$ cat src/hw/mprb_pkg.sv
// mprb_pkg: constants, page map and state codes of the mode page report builder.
// assumes a single 50 MHz clock domain; no timing counts are needed.
`default_nettype none
package mprb_pkg;
	// supported pages, ascending code order
	localparam int         NPG      = 10;
	localparam logic [3:0] LAST_IDX = 4'h9;
	localparam logic [3:0] IDX_ZERO = 4'h0;
	localparam logic [5:0] PG_CODE [NPG] = '{6'h00, 6'h01, 6'h02, 6'h03, 6'h04,
		6'h08, 6'h0a, 6'h0c, 6'h1a, 6'h20};
	// parameter bytes per page for live, default and saved sets
	localparam logic [7:0] LEN_VAL [NPG] = '{8'h03, 8'h0a, 8'h0e, 8'h16, 8'h16,
		8'h0a, 8'h06, 8'h16, 8'h0a, 8'h18};
	// parameter bytes per page for the changeable mask set
	localparam logic [7:0] LEN_MASK [NPG] = '{8'h03, 8'h0a, 8'h0e, 8'h00, 8'h00,
		8'h0a, 8'h06, 8'h06, 8'h0a, 8'h18};
	// page code and selector fields of command byte 2
	localparam logic [5:0] CODE_ALL = 6'h3f;
	localparam logic [5:0] IGN_LO   = 6'h21;
	localparam logic [5:0] IGN_HI   = 6'h3e;
	localparam int         SEL_HI   = 7;
	localparam int         SEL_LO   = 6;
	// header byte 0 layout
	localparam int         HDR_SAVE_BIT = 7;
	localparam int         HDR_ZERO_BIT = 6;
	// page_value_selector encodings
	localparam logic [1:0] SEL_LIVE = 2'h0;
	localparam logic [1:0] SEL_MASK = 2'h1;
	localparam logic [1:0] SEL_DFLT = 2'h2;
	localparam logic [1:0] SEL_SAVE = 2'h3;
	// value store banks
	localparam logic [1:0] BANK_LIVE = 2'h0;
	localparam logic [1:0] BANK_MASK = 2'h1;
	localparam logic [1:0] BANK_DFLT = 2'h2;
	localparam logic [1:0] BANK_SAVE = 2'h3;
	// reset values
	localparam logic [7:0] BYTE_RST = 8'h00;
	localparam logic [4:0] OFF_RST  = 5'h00;
	// report sequencer states
	typedef enum logic [4:0] {
		ST_IDLE = 5'h01,
		ST_HDR0 = 5'h02,
		ST_HDR1 = 5'h04,
		ST_BODY = 5'h08,
		ST_FIN  = 5'h10
	} mprb_state_e;
endpackage : mprb_pkg
`default_nettype wire

$ cat src/hw/mprb_top.sv
// mprb_top: emits the page descriptor part of mode sense data, byte by byte.
// assumes an outside value store answering rd_data_in in the same cycle and
// a byte sink with valid/ready; all inputs synchronous to mclk_in.
// Notes on behaviour
// - each page opens with savable flag, zero bit, six-bit code, then length byte
// - length byte counts the page's parameter bytes; zero is allowed
// - ten page codes supported; other codes reserved, 21h to 3eh silently ignored
// - code 3fh returns every supported page in the selected value set
// - selector sits in bits 7:6 of byte 2: live, mask, default, saved
// - selector 00 fills every field with current values
// - other codes return only that one page, and only if supported
// - current values: last mode select, else saved if present, else defaults
// - unsupported fields read zero; lengths reflect supported fields
// - selector 01 returns masks of initiator-changeable bits
// - mask page without changeable bits is just its two header bytes
// - selector 10 returns default values, unsupported fields zero
// - selector 11 returns saved values, or defaults when saving absent
// - stop at allocation length or end of data; zero sends nothing
`timescale 1ns/1ps
`default_nettype none
module mprb_top (
	// clock and reset
	input  wire logic        mclk_in,
	input  wire logic        rst_b_in,
	// command
	input  wire logic        start_in,
	input  wire logic [7:0]  cdb_byte2_in,
	input  wire logic [7:0]  alloc_len_in,
	// value state
	input  wire logic        mode_select_ok_in,
	input  wire logic        saving_avail_in,
	input  wire logic        saved_valid_in,
	input  wire logic [9:0]  page_savable_in,
	// value store read
	output logic      [5:0]  rd_page_out,
	output logic      [4:0]  rd_offset_out,
	output logic      [1:0]  rd_bank_out,
	input  wire logic [7:0]  rd_data_in,
	// data-in byte stream
	output logic      [7:0]  data_out,
	output logic             data_valid_out,
	input  wire logic        data_ready_in,
	// status
	output logic             busy_out,
	output logic             done_out,
	output logic             reserved_page_out
);
	// reset release through two flops
	logic rst_s1_q, rst_n;
	always_ff @(posedge mclk_in or negedge rst_b_in)
	begin
		if (!rst_b_in) {rst_n, rst_s1_q} <= 2'b00;
		else {rst_n, rst_s1_q} <= {rst_s1_q, 1'b1};
	end

	mprb_pkg::mprb_state_e st_q, st_d;
	logic [3:0] idx_q, idx_d;
	logic [4:0] off_q, off_d;
	logic [7:0] alloc_q, alloc_d, sent_q, sent_d, data_q, data_d;
	logic       all_q, all_d, mask_q, mask_d, vld_q, vld_d;
	logic       rsv_q, rsv_d, done_q, done_d, ms_done_q;
	logic [1:0] bank_q, bank_d;

	// command decode
	wire [1:0] sel_w  = cdb_byte2_in[mprb_pkg::SEL_HI:mprb_pkg::SEL_LO];
	wire [5:0] code_w = cdb_byte2_in[5:0];
	wire       req_all_w = code_w == mprb_pkg::CODE_ALL;
	wire       ign_w = code_w >= mprb_pkg::IGN_LO && code_w <= mprb_pkg::IGN_HI;
	wire       sav_ok_w = saving_avail_in && saved_valid_in;
	logic [9:0] hit_w;
	logic [3:0] hit_idx_w;
	genvar g;
	for (g = 0; g < mprb_pkg::NPG; g++)
	begin : g_hit
		assign hit_w[g] = code_w == mprb_pkg::PG_CODE[g];
	end
	always_comb
	begin
		hit_idx_w = mprb_pkg::IDX_ZERO;
		for (int i = 0; i < mprb_pkg::NPG; i++)
			if (hit_w[i]) hit_idx_w = 4'(i);
	end

	// value bank choice; live bank only once a mode select has landed
	logic [1:0] bank_w;
	always_comb
	begin
		case (sel_w)
			mprb_pkg::SEL_LIVE: bank_w = ms_done_q ? mprb_pkg::BANK_LIVE :
				(sav_ok_w ? mprb_pkg::BANK_SAVE : mprb_pkg::BANK_DFLT);
			mprb_pkg::SEL_MASK: bank_w = mprb_pkg::BANK_MASK;
			mprb_pkg::SEL_DFLT: bank_w = mprb_pkg::BANK_DFLT;
			default: bank_w = sav_ok_w ? mprb_pkg::BANK_SAVE : mprb_pkg::BANK_DFLT;
		endcase
	end

	// current page view; mask lengths are zero for pages with nothing changeable
	wire [7:0] cur_len_w = mask_q ? mprb_pkg::LEN_MASK[idx_q] : mprb_pkg::LEN_VAL[idx_q];
	wire [5:0] cur_code_w = mprb_pkg::PG_CODE[idx_q];
	wire       room_w = sent_q != alloc_q;
	wire       take_w = !vld_q || data_ready_in;
	wire       in_pg_w = st_q == mprb_pkg::ST_HDR0 || st_q == mprb_pkg::ST_HDR1 || st_q == mprb_pkg::ST_BODY;
	wire       emit_w = in_pg_w && take_w && room_w;
	wire       last_pg_w = !all_q || idx_q == mprb_pkg::LAST_IDX;
	wire       body_end_w = {3'b000, off_q} == cur_len_w - 8'h01;
	wire [7:0] hdr0_w = {page_savable_in[idx_q], 1'b0, cur_code_w};
	// byte selection
	wire [7:0] byte_w = st_q == mprb_pkg::ST_HDR0 ? hdr0_w :
		(st_q == mprb_pkg::ST_HDR1 ? cur_len_w : rd_data_in);

	// sequencer next state
	always_comb
	begin
		st_d = st_q;
		idx_d = idx_q;
		off_d = off_q;
		alloc_d = alloc_q;
		all_d = all_q;
		mask_d = mask_q;
		bank_d = bank_q;
		rsv_d = rsv_q;
		done_d = 1'b0;
		case (st_q)
			mprb_pkg::ST_IDLE:
				if (start_in)
				begin
					alloc_d = alloc_len_in;
					all_d = req_all_w;
					mask_d = sel_w == mprb_pkg::SEL_MASK;
					bank_d = bank_w;
					rsv_d = !req_all_w && hit_w == 10'h000 && !ign_w;
					idx_d = req_all_w ? mprb_pkg::IDX_ZERO : hit_idx_w;
					off_d = mprb_pkg::OFF_RST;
					if (alloc_len_in == 8'h00 || (!req_all_w && hit_w == 10'h000))
						st_d = mprb_pkg::ST_FIN;
					else
						st_d = mprb_pkg::ST_HDR0;
				end
			mprb_pkg::ST_HDR0, mprb_pkg::ST_HDR1, mprb_pkg::ST_BODY:
				if (!room_w)
					st_d = mprb_pkg::ST_FIN;
				else if (emit_w)
				begin
					if (st_q == mprb_pkg::ST_HDR0)
						st_d = mprb_pkg::ST_HDR1;
					else if (st_q == mprb_pkg::ST_HDR1 && cur_len_w != 8'h00)
					begin
						st_d = mprb_pkg::ST_BODY;
						off_d = mprb_pkg::OFF_RST;
					end
					else if (st_q == mprb_pkg::ST_BODY && !body_end_w)
						off_d = off_q + 5'h01;
					else if (last_pg_w)
						st_d = mprb_pkg::ST_FIN;
					else
					begin
						idx_d = idx_q + 4'h1;
						st_d = mprb_pkg::ST_HDR0;
					end
				end
			mprb_pkg::ST_FIN:
				if (take_w)
				begin
					st_d = mprb_pkg::ST_IDLE;
					done_d = 1'b1;
				end
			default: st_d = mprb_pkg::ST_IDLE;
		endcase
	end

	// output byte register; holds while the sink stalls
	assign sent_d = st_q == mprb_pkg::ST_IDLE ? 8'h00 : sent_q + {7'h00, emit_w};
	assign vld_d = emit_w | (vld_q & ~data_ready_in);
	assign data_d = emit_w ? byte_w : data_q;

	// sequencer registers
	always_ff @(posedge mclk_in or negedge rst_n)
	begin
		if (!rst_n)
		begin
			st_q <= mprb_pkg::ST_IDLE;
			idx_q <= mprb_pkg::IDX_ZERO;
			off_q <= mprb_pkg::OFF_RST;
			{alloc_q, sent_q, data_q} <= {3{mprb_pkg::BYTE_RST}};
			{all_q, mask_q, vld_q, rsv_q, done_q} <= 5'h00;
			bank_q <= mprb_pkg::BANK_DFLT;
		end
		else
		begin
			st_q <= st_d;
			idx_q <= idx_d;
			off_q <= off_d;
			{alloc_q, sent_q, data_q} <= {alloc_d, sent_d, data_d};
			{all_q, mask_q, vld_q, rsv_q, done_q} <= {all_d, mask_d, vld_d, rsv_d, done_d};
			bank_q <= bank_d;
		end
	end

	// mode select seen since power-on; only reset clears it
	always_ff @(posedge mclk_in or negedge rst_n)
	begin
		if (!rst_n) ms_done_q <= 1'b0;
		else if (mode_select_ok_in) ms_done_q <= 1'b1;
	end

	// outputs
	assign rd_page_out = cur_code_w;
	assign rd_offset_out = off_q;
	assign rd_bank_out = bank_q;
	assign data_out = data_q;
	assign data_valid_out = vld_q;
	assign busy_out = st_q != mprb_pkg::ST_IDLE;
	assign done_out = done_q;
	assign reserved_page_out = rsv_q;

	wire idle_start_w = start_in && st_q == mprb_pkg::ST_IDLE;
endmodule : mprb_top
`default_nettype wire

$ cat config.mk
export PLATFORM = sky130hd
export DESIGN_NAME = mprb_top
export DESIGN_NICKNAME = d
export VERILOG_FILES = /design/src/hw/mprb_pkg.sv /design/src/hw/mprb_top.sv
export SDC_FILE = /design/constraint.sdc
export NUM_CORES = 1
export LEC_CHECK = 0
export BUFFER_PORTS_ARGS = -buffer_cell sky130_fd_sc_hd__buf_2
export CORE_UTILIZATION = 25
export DETAILED_ROUTE_END_ITERATION = 6
export GPL_ROUTABILITY_DRIVEN = 0
export GPL_TIMING_DRIVEN = 0
export HOLD_SLACK_MARGIN = 0.03
export PLACE_DENSITY_LB_ADDON = 0.15
export SLEW_MARGIN = 40
export SYNTH_ARGS = -nofsm -noshare
export SYNTH_HDL_FRONTEND = slang
export SYNTH_SLANG_ARGS = --single-unit
export TNS_END_PERCENT = 30
$ cat constraint.sdc
create_clock -name mclk_in -period 1.9 [get_ports mclk_in]
set_clock_uncertainty 0.2 [all_clocks]
set_input_delay 0.285 -clock mclk_in [delete_from_list [all_inputs] [get_ports mclk_in]]
set_output_delay 0.285 -clock mclk_in [all_outputs]
set_load 0.1 [all_outputs]
### Word level (Yosys, flattened, before mapping)

Memories as Yosys holds them, arrays and structs flattened.
Index checks and enable logic that the tools add are counted.

| word-level totals | value |
|---|---|
| bits in registers | 48 |
| ROM bits | 352 |
| input bits | 41 |
| output and inout bits | 25 |
| memories kept | 3 |

Memories:

| name | depth | bits a word | rd ports | clocked after memory_dff | write ports | RTL line | source |
|---|---|---|---|---|---|---|---|
| (no name shown) | 16 | 8 | 1 | 0 | 0 | mprb_top.sv:98 | `wire [7:0] cur_len_w = mask_q ? mprb_pkg::LEN_MASK[idx_q] : mprb_pkg::LEN_VAL[idx_q];` |
| (no name shown) | 16 | 8 | 1 | 0 | 0 | mprb_top.sv:98 |  |
| (no name shown) | 16 | 6 | 1 | 0 | 0 | mprb_top.sv:99 | `wire [5:0] cur_code_w = mprb_pkg::PG_CODE[idx_q];` |

| operators by class | value |
|---|---|
| add/sub/neg operators | 4 |
| order comparisons | 4 |
| eq/ne operators | 32 |
| mux-type cells | 52 |
| bitwise logic cells | 4 |
| reduce and logical (&&, ||, !) cells | 29 |

Operators by type and width:

| cell | count |
|---|---|
| 2-to-1 mux 5 bit | 15 |
| 2-to-1 mux 8 bit | 8 |
| 2-to-1 mux 4 bit | 14 |
| == test 6 x 4 -> 1 bit, second input constant | 3 |
| inequality test 2 bit, second input constant | 8 |
| one-hot mux 5 bit (3 select lines) | 1 |
| == test 6 x 2 -> 1 bit, second input constant | 2 |
| == test 6 bit, second input constant | 2 |
| 2-to-1 mux 6 bit | 2 |
| logical NOT 10 bit | 1 |
| one-hot mux 5 bit (2 select lines) | 1 |
| adder 8 x 1 -> 8 bit | 1 |
| == test 5 x 8 -> 1 bit | 1 |
| logical AND 1 bit | 8 |
| logical NOT 8 bit | 1 |
| inequality test 8 bit | 1 |
| one-hot mux 4 bit (2 select lines) | 1 |
| AND reduction 8 bit | 1 |
| nonzero test 8 bit | 1 |
| subtractor 8 x 1 -> 8 bit, second input constant | 1 |
| == test 6 x 1 -> 1 bit, second input constant | 1 |
| == test 6 x 3 -> 1 bit, second input constant | 1 |
| == test 6 x 5 -> 1 bit, second input constant | 1 |
| >= comparator 6 bit, second input constant | 1 |
| other kinds (33) | 48 |

### Logic depth before layout (Yosys ltp)

| logic depth | value |
|---|---|
| word-level depth | 15 |
| mapped depth | 13 |

### Worst setup path after synthesis

Ideal clock, no wire load.

| path | value |
|---|---|
| kind | flip-flop to flip-flop |
| start | reg idx_q[0] |
| end | reg data_q[0], in the netlist data_out[0] |
| library setup time | 0.088 ns |
| arrival time | 3.366 ns |
| data required time | 1.612 ns |
| path slack | -1.754 ns |
| cell stages (with the launch flop) | 6 |
| path buffers | 1 |
| clock period less this slack | 3.654 ns |
| path through | dfrtp_1 > buf_2 > inv_1 > nor3_1 > o221ai_1 > o21ai_0 |

| between the ends | value |
|---|---|
| elaborated cells on any way between the ends | 13 |

RTL lines:

| element | RTL line | source |
|---|---|---|
| from (decl) | mprb_top.sv:57 | `logic [3:0] idx_q, idx_d;` |
| from (signal assigned) | mprb_top.sv:182 | `idx_q <= mprb_pkg::IDX_ZERO;` |
| from (signal assigned) | mprb_top.sv:191 | `idx_q <= idx_d;` |
| NOT 4 -> 5 bit (implied by the code) | mprb_top.sv:99 |  |
| memory (16 x 6 bit) | n/a |  |
| 2-to-1 mux 6 bit (implied by the code) (2 in a row) | mprb_top.sv:99 |  |
| via rd_page_out[0] | mprb_top.sv:35 | `output logic [5:0] rd_page_out,` |
| 2-to-1 mux 8 bit | mprb_top.sv:108 | `wire [7:0] byte_w = st_q == mprb_pkg::ST_HDR0 ? hdr0_w :` |
| to (signal assigned) | mprb_top.sv:184 | `{alloc_q, sent_q, data_q} <= {3{mprb_pkg::BYTE_RST}};` |
| to (signal assigned) | mprb_top.sv:193 | `{alloc_q, sent_q, data_q} <= {alloc_d, sent_d, data_d};` |
| to (decl) | mprb_top.sv:59 | `logic [7:0] alloc_q, alloc_d, sent_q, sent_d, data_q, data_d;` |

The timed path passes the listed nets, and every way through them passes these cells. The select of a mux whose other input is x is not followed.
A chain may end at the register's enable or synchronous reset.

### Final worst setup path

| path | value |
|---|---|
| start | reg idx_q[1] |
| end | reg off_q[2], in the netlist rd_offset_out[2] |

| between the ends | value |
|---|---|
| longest elaborated chain between the ends | 12 |
| elaborated cells on any way between the ends | 21 |

RTL lines:

| element | RTL line | source |
|---|---|---|
| NOT 4 -> 5 bit (implied by the code) * | mprb_top.sv:98 |  |
| memory (16 x 8 bit) | n/a |  |
| 2-to-1 mux 8 bit (implied by the code) (2 in a row) | mprb_top.sv:98 |  |
| 2-to-1 mux 8 bit * | mprb_top.sv:98 |  |
| branches (longest 7 deep; another with subtractor 8 x 1 -> 8 bit) | n/a |  |
| to (signal assigned) | mprb_top.sv:183 | `off_q <= mprb_pkg::OFF_RST;` |
| to (decl) | mprb_top.sv:58 | `logic [4:0] off_q, off_d;` |

Every way passes the cells marked *. The select of a mux whose other input is x is not followed.

==> run_results.csv <==
group,metric,value,unit
finish,drive_gt1_frac,0.469,
global_routing,grt_max_degree,33,
finish,diodes,0,
floorplanning,dieWidth,114,µm
sta,max_freq,0.337,GHz
worst_setup_path,end_kind,"register",
worst_setup_path,crit_path_start,"idx_q[1]",
finish,fin_area,0.00475,mm²
finish,fin_util,0.392,
pwr,vdd_drop_max,0.723,mV
worst_setup_path,critPathBufInv,4,
clock_network,clk_pin_slew,0.07,ns
logic_synthesis,synth_edf_count,0,
finish,area_delta_synth_final,52.1,%
clock_network,numCtsBuffers,5,
hold_path,worstHoldStart,"alloc_len_in[7]",
sta,setup_slack,-1.07,ns
worst_setup_path,r2r_start,"idx_q[1]",
placed_design,place_ws,-1.26,ns
logic_synthesis,post-synth-top-area-fraction,0.369,
logic_synthesis,synthFlopType,"dfrtp_1",
detailed_routing,num_vias,2953,
clock_network,clock-sinks,48,
sta,maxSlewViolCount,0,
floorplanning,dieArea,0.0129,mm²
detailed_routing,drt_wl_total,9630,µm
sta,finalCritPeriodShare,1.56,
logic_synthesis,syn_inst,340,
finish,fillers,1254,
worst_setup_path,arrival,2.98,ns
pwr,power_density,1640,mW/mm²
sta,setup_viol,33,
floorplanning,fp-row-count,40,
clock_network,clk_latency,0.30,ns
finish,regArea,0.00121,mm²
logic_synthesis,synth_nets,390,
worst_setup_path,crit_path_cell_trace,"buf_6 > inv_4 > ha_2 > inv_1 > a211oi_4 > o211ai_2 > xnor2_2 > a2111oi_4 > buf_4 > o21a_4 > or4_4 > o211ai_1",
floorplanning,start_util,0.258,
detailed_routing,avgRoutedWirePerCell,15.4,µm
global_routing,grt_pass1_vias,2965,
sta,relSlewSlack,0.548,
pwr,finalPower,7.81,mW
logic_synthesis,yosysTopAreaCell,"dfrtp_1",
floorplanning,die_h,114,µm
clock_network,cts_tree,"built",
global_routing,antenna_found_initial,0,
floorplanning,io_pins,66,
detailed_routing,first_iter_violations,139,
placed_design,io_buffers,61,
logic_synthesis,yosys.cell_types.count,68,
detailed_routing,vias_per_cell,4.72,
detailed_routing,route.detailed.drc,0,
logic_synthesis,yosysWarningCount,0,
placed_design,dpl-instance-area,0.00373,mm²
worst_setup_path,cp.required,1.91,ns
placed_design,place_inst,570,
finish,final_cells,626,
sta,hold_viol_final,0,
global_routing,track_usage,0.157,
logic_synthesis,async_reset_ff_frac,1.00,
sta,rsz0062_at_grt,"true",
worst_setup_path,path_max_fanout,5,
finish,fin_nets,507,
sta,hold-worst-slack,0.0378,ns
global_routing,overflow,0,
finish,multi_input_area,0.00213,mm²
detailed_routing,drt_pass1_iterations,4,
logic_synthesis,yosysSeqAreaShare,0.385,
run,maxCapViolations,0,
sta,tightest_slew,0.675,ns
detailed_routing,ant_nets,0,
logic_synthesis,ys_ff_latch,48,
sta,period_needed,2.97,ns
logic_synthesis,synth_area,0.00312,mm²
floorplanning,coreArea,0.0121,mm²
worst_setup_path,critPathKind,"reg -> reg",
logic_synthesis,syn_avg_cell_area,9.19,µm²
clock_network,cts_max_path_buffers,2,
worst_setup_path,cp_slowest_cell,"or4_4",
pwr,p_leak,2.00,nW
hold_path,hold_path.class,"in -> reg",
status,violations,"negative setup slack",
clock_network,cts_root_buf,"clkbuf_16",
clock_network,cts_max_level,2,
global_routing,grt_pass1_wl,15600,µm
worst_setup_path,startpoint_type,"register",
status,status,"complete, but fails checks",
placed_design,hpwl,6980,µm
worst_setup_path,slowest_delay,0.47,ns
logic_synthesis,yosys-top-cells-area,"dfrtp_1 (37%), nor2_1 (4.4%), xnor2_1 (4.2%), nand2_1 (4.0%), ha_1 (3.6%)",
sta,fin_setup_tns,-16.92,ns
worst_setup_path,critical-path-top-delay-family,"compound AO/OA/AOI/OAI gates",
## cell type report
| class | count | area share |
|---|---|---|
| sequential | 48 | 0.256 |
| clock inverter | 2 | 0.00263 |
| timing repair buffer | 110 | 0.176 |
| buffer | 17 | 0.0311 |
| inverter | 15 | 0.0161 |
| tap | 168 | 0.0443 |
| multi-input combinational | 260 | 0.448 |
| clock buffer | 6 | 0.0271 |
## synthesized netlist by cell type, drive strengths merged (2+ instances only)
| cell | number |
|---|---|
| xor2 | 4 |
| ha | 9 |
| nor2b | 3 |
| buf | 6 |
| clkbuf | 12 |
| xnor2 | 16 |
| o32ai | 2 |
| nor4 | 4 |
| nor3 | 8 |
| mux2 | 10 |
| dfstp | 2 |
| a21oi | 12 |
| mux2i | 6 |
| nand3 | 9 |
| a31oi | 5 |
| o22ai | 5 |
| inv | 15 |
| o2bb2ai | 2 |
| and2b | 2 |
| nor3b | 2 |
| mux4 | 2 |
| and3 | 4 |
| nand2 | 33 |
| nand4 | 3 |
| nand3b | 2 |
| a211oi | 7 |
| o221ai | 2 |
| o21ai | 23 |
| nand2b | 3 |
| and2 | 5 |
| dfrtp | 46 |
| o31a | 2 |
| o21a | 2 |
| or2 | 2 |
| nor2 | 37 |
| or4 | 3 |
| a221oi | 2 |
| o211ai | 7 |
| a22oi | 2 |
| a211o | 2 |
## placed cells by master, fill, tap and decap left out, drive strengths merged, types with 3 or more instances in the layout
| master | instances |
|---|---|
| or4 | 3 |
| o22ai | 5 |
| dfrtp | 46 |
| o211ai | 7 |
| o21ai | 23 |
| ha | 9 |
| nor3 | 8 |
| xnor2 | 16 |
| a21oi | 12 |
| nand2b | 3 |
| buf | 113 |
| nand3 | 9 |
| mux2 | 10 |
| clkinvlp | 3 |
| nor4 | 4 |
| dlygate4sd3 | 6 |
| nand2 | 33 |
| clkbuf | 14 |
| a211oi | 7 |
| xor2 | 4 |
| mux2i | 6 |
| nor2 | 37 |
| inv | 13 |
| a31oi | 5 |
| nor2b | 3 |
| and2 | 5 |
| and3 | 4 |
| nand4 | 3 |
| o21a | 3 |
## layer usage
metal	GRT usage	wire, µm
met4	0.0570	197
met3	0.0234	311
met5	0	0
met1	0.206	4460
met2	0.263	4660
## report_power, final
part           leakage [nW]  switching (mW)  total, mW  internal [mW]
clock                0.0669           0.411      0.899          0.487
combinational          1.33            3.23       5.29           2.07
sequential            0.603           0.271       1.62           1.35
## logic make-up after synthesis
family                   share of synthesized area
AO/OA/AOI/OAI                                0.209
flip-flops                                   0.385
XOR/XNOR                                    0.0585
AND/OR/NAND/NOR                              0.194
multiplexers                                0.0697
adder cells (fa/ha/maj)                     0.0361
other                                      0.00120
buffers and inverters                       0.0461
## sequential cells by signal, summed over array words and instances (netlist names)
signal,cells
alloc_q,8
data_out,8
sent_q,8
rd_offset_out,5
st_q,5
idx_q,4
rd_bank_out,2
all_q,1
data_valid_out,1
done_out,1
mask_q,1
ms_done_q,1
reserved_page_out,1
rst_n,1
rst_s1_q,1
## repair_timing
action | in CTS | in global routing
hold buffers | 6 | 0
hold endpoints to repair | 19 | 0
resized for setup | 85 | 54
buffers inserted | 31 | 14
pin swaps | 36 | 20
endpoints found under the setup margin | 50 | 51
gates cloned | 1 | 0
## final timing paths
path,to,slack (ns),cells after the start
min in group asynchronous,rst_n,0.09,2
max reg2reg,rd_offset_out[2],-1.07,12
max,rd_offset_out[2],-1.07,12
min,alloc_q[7],0.04,2
max in group asynchronous,rd_offset_out[3],0.29,1
min reg2reg,rd_bank_out[1],0.12,0
No activity file was read; power rests on OpenSTA's default activity.
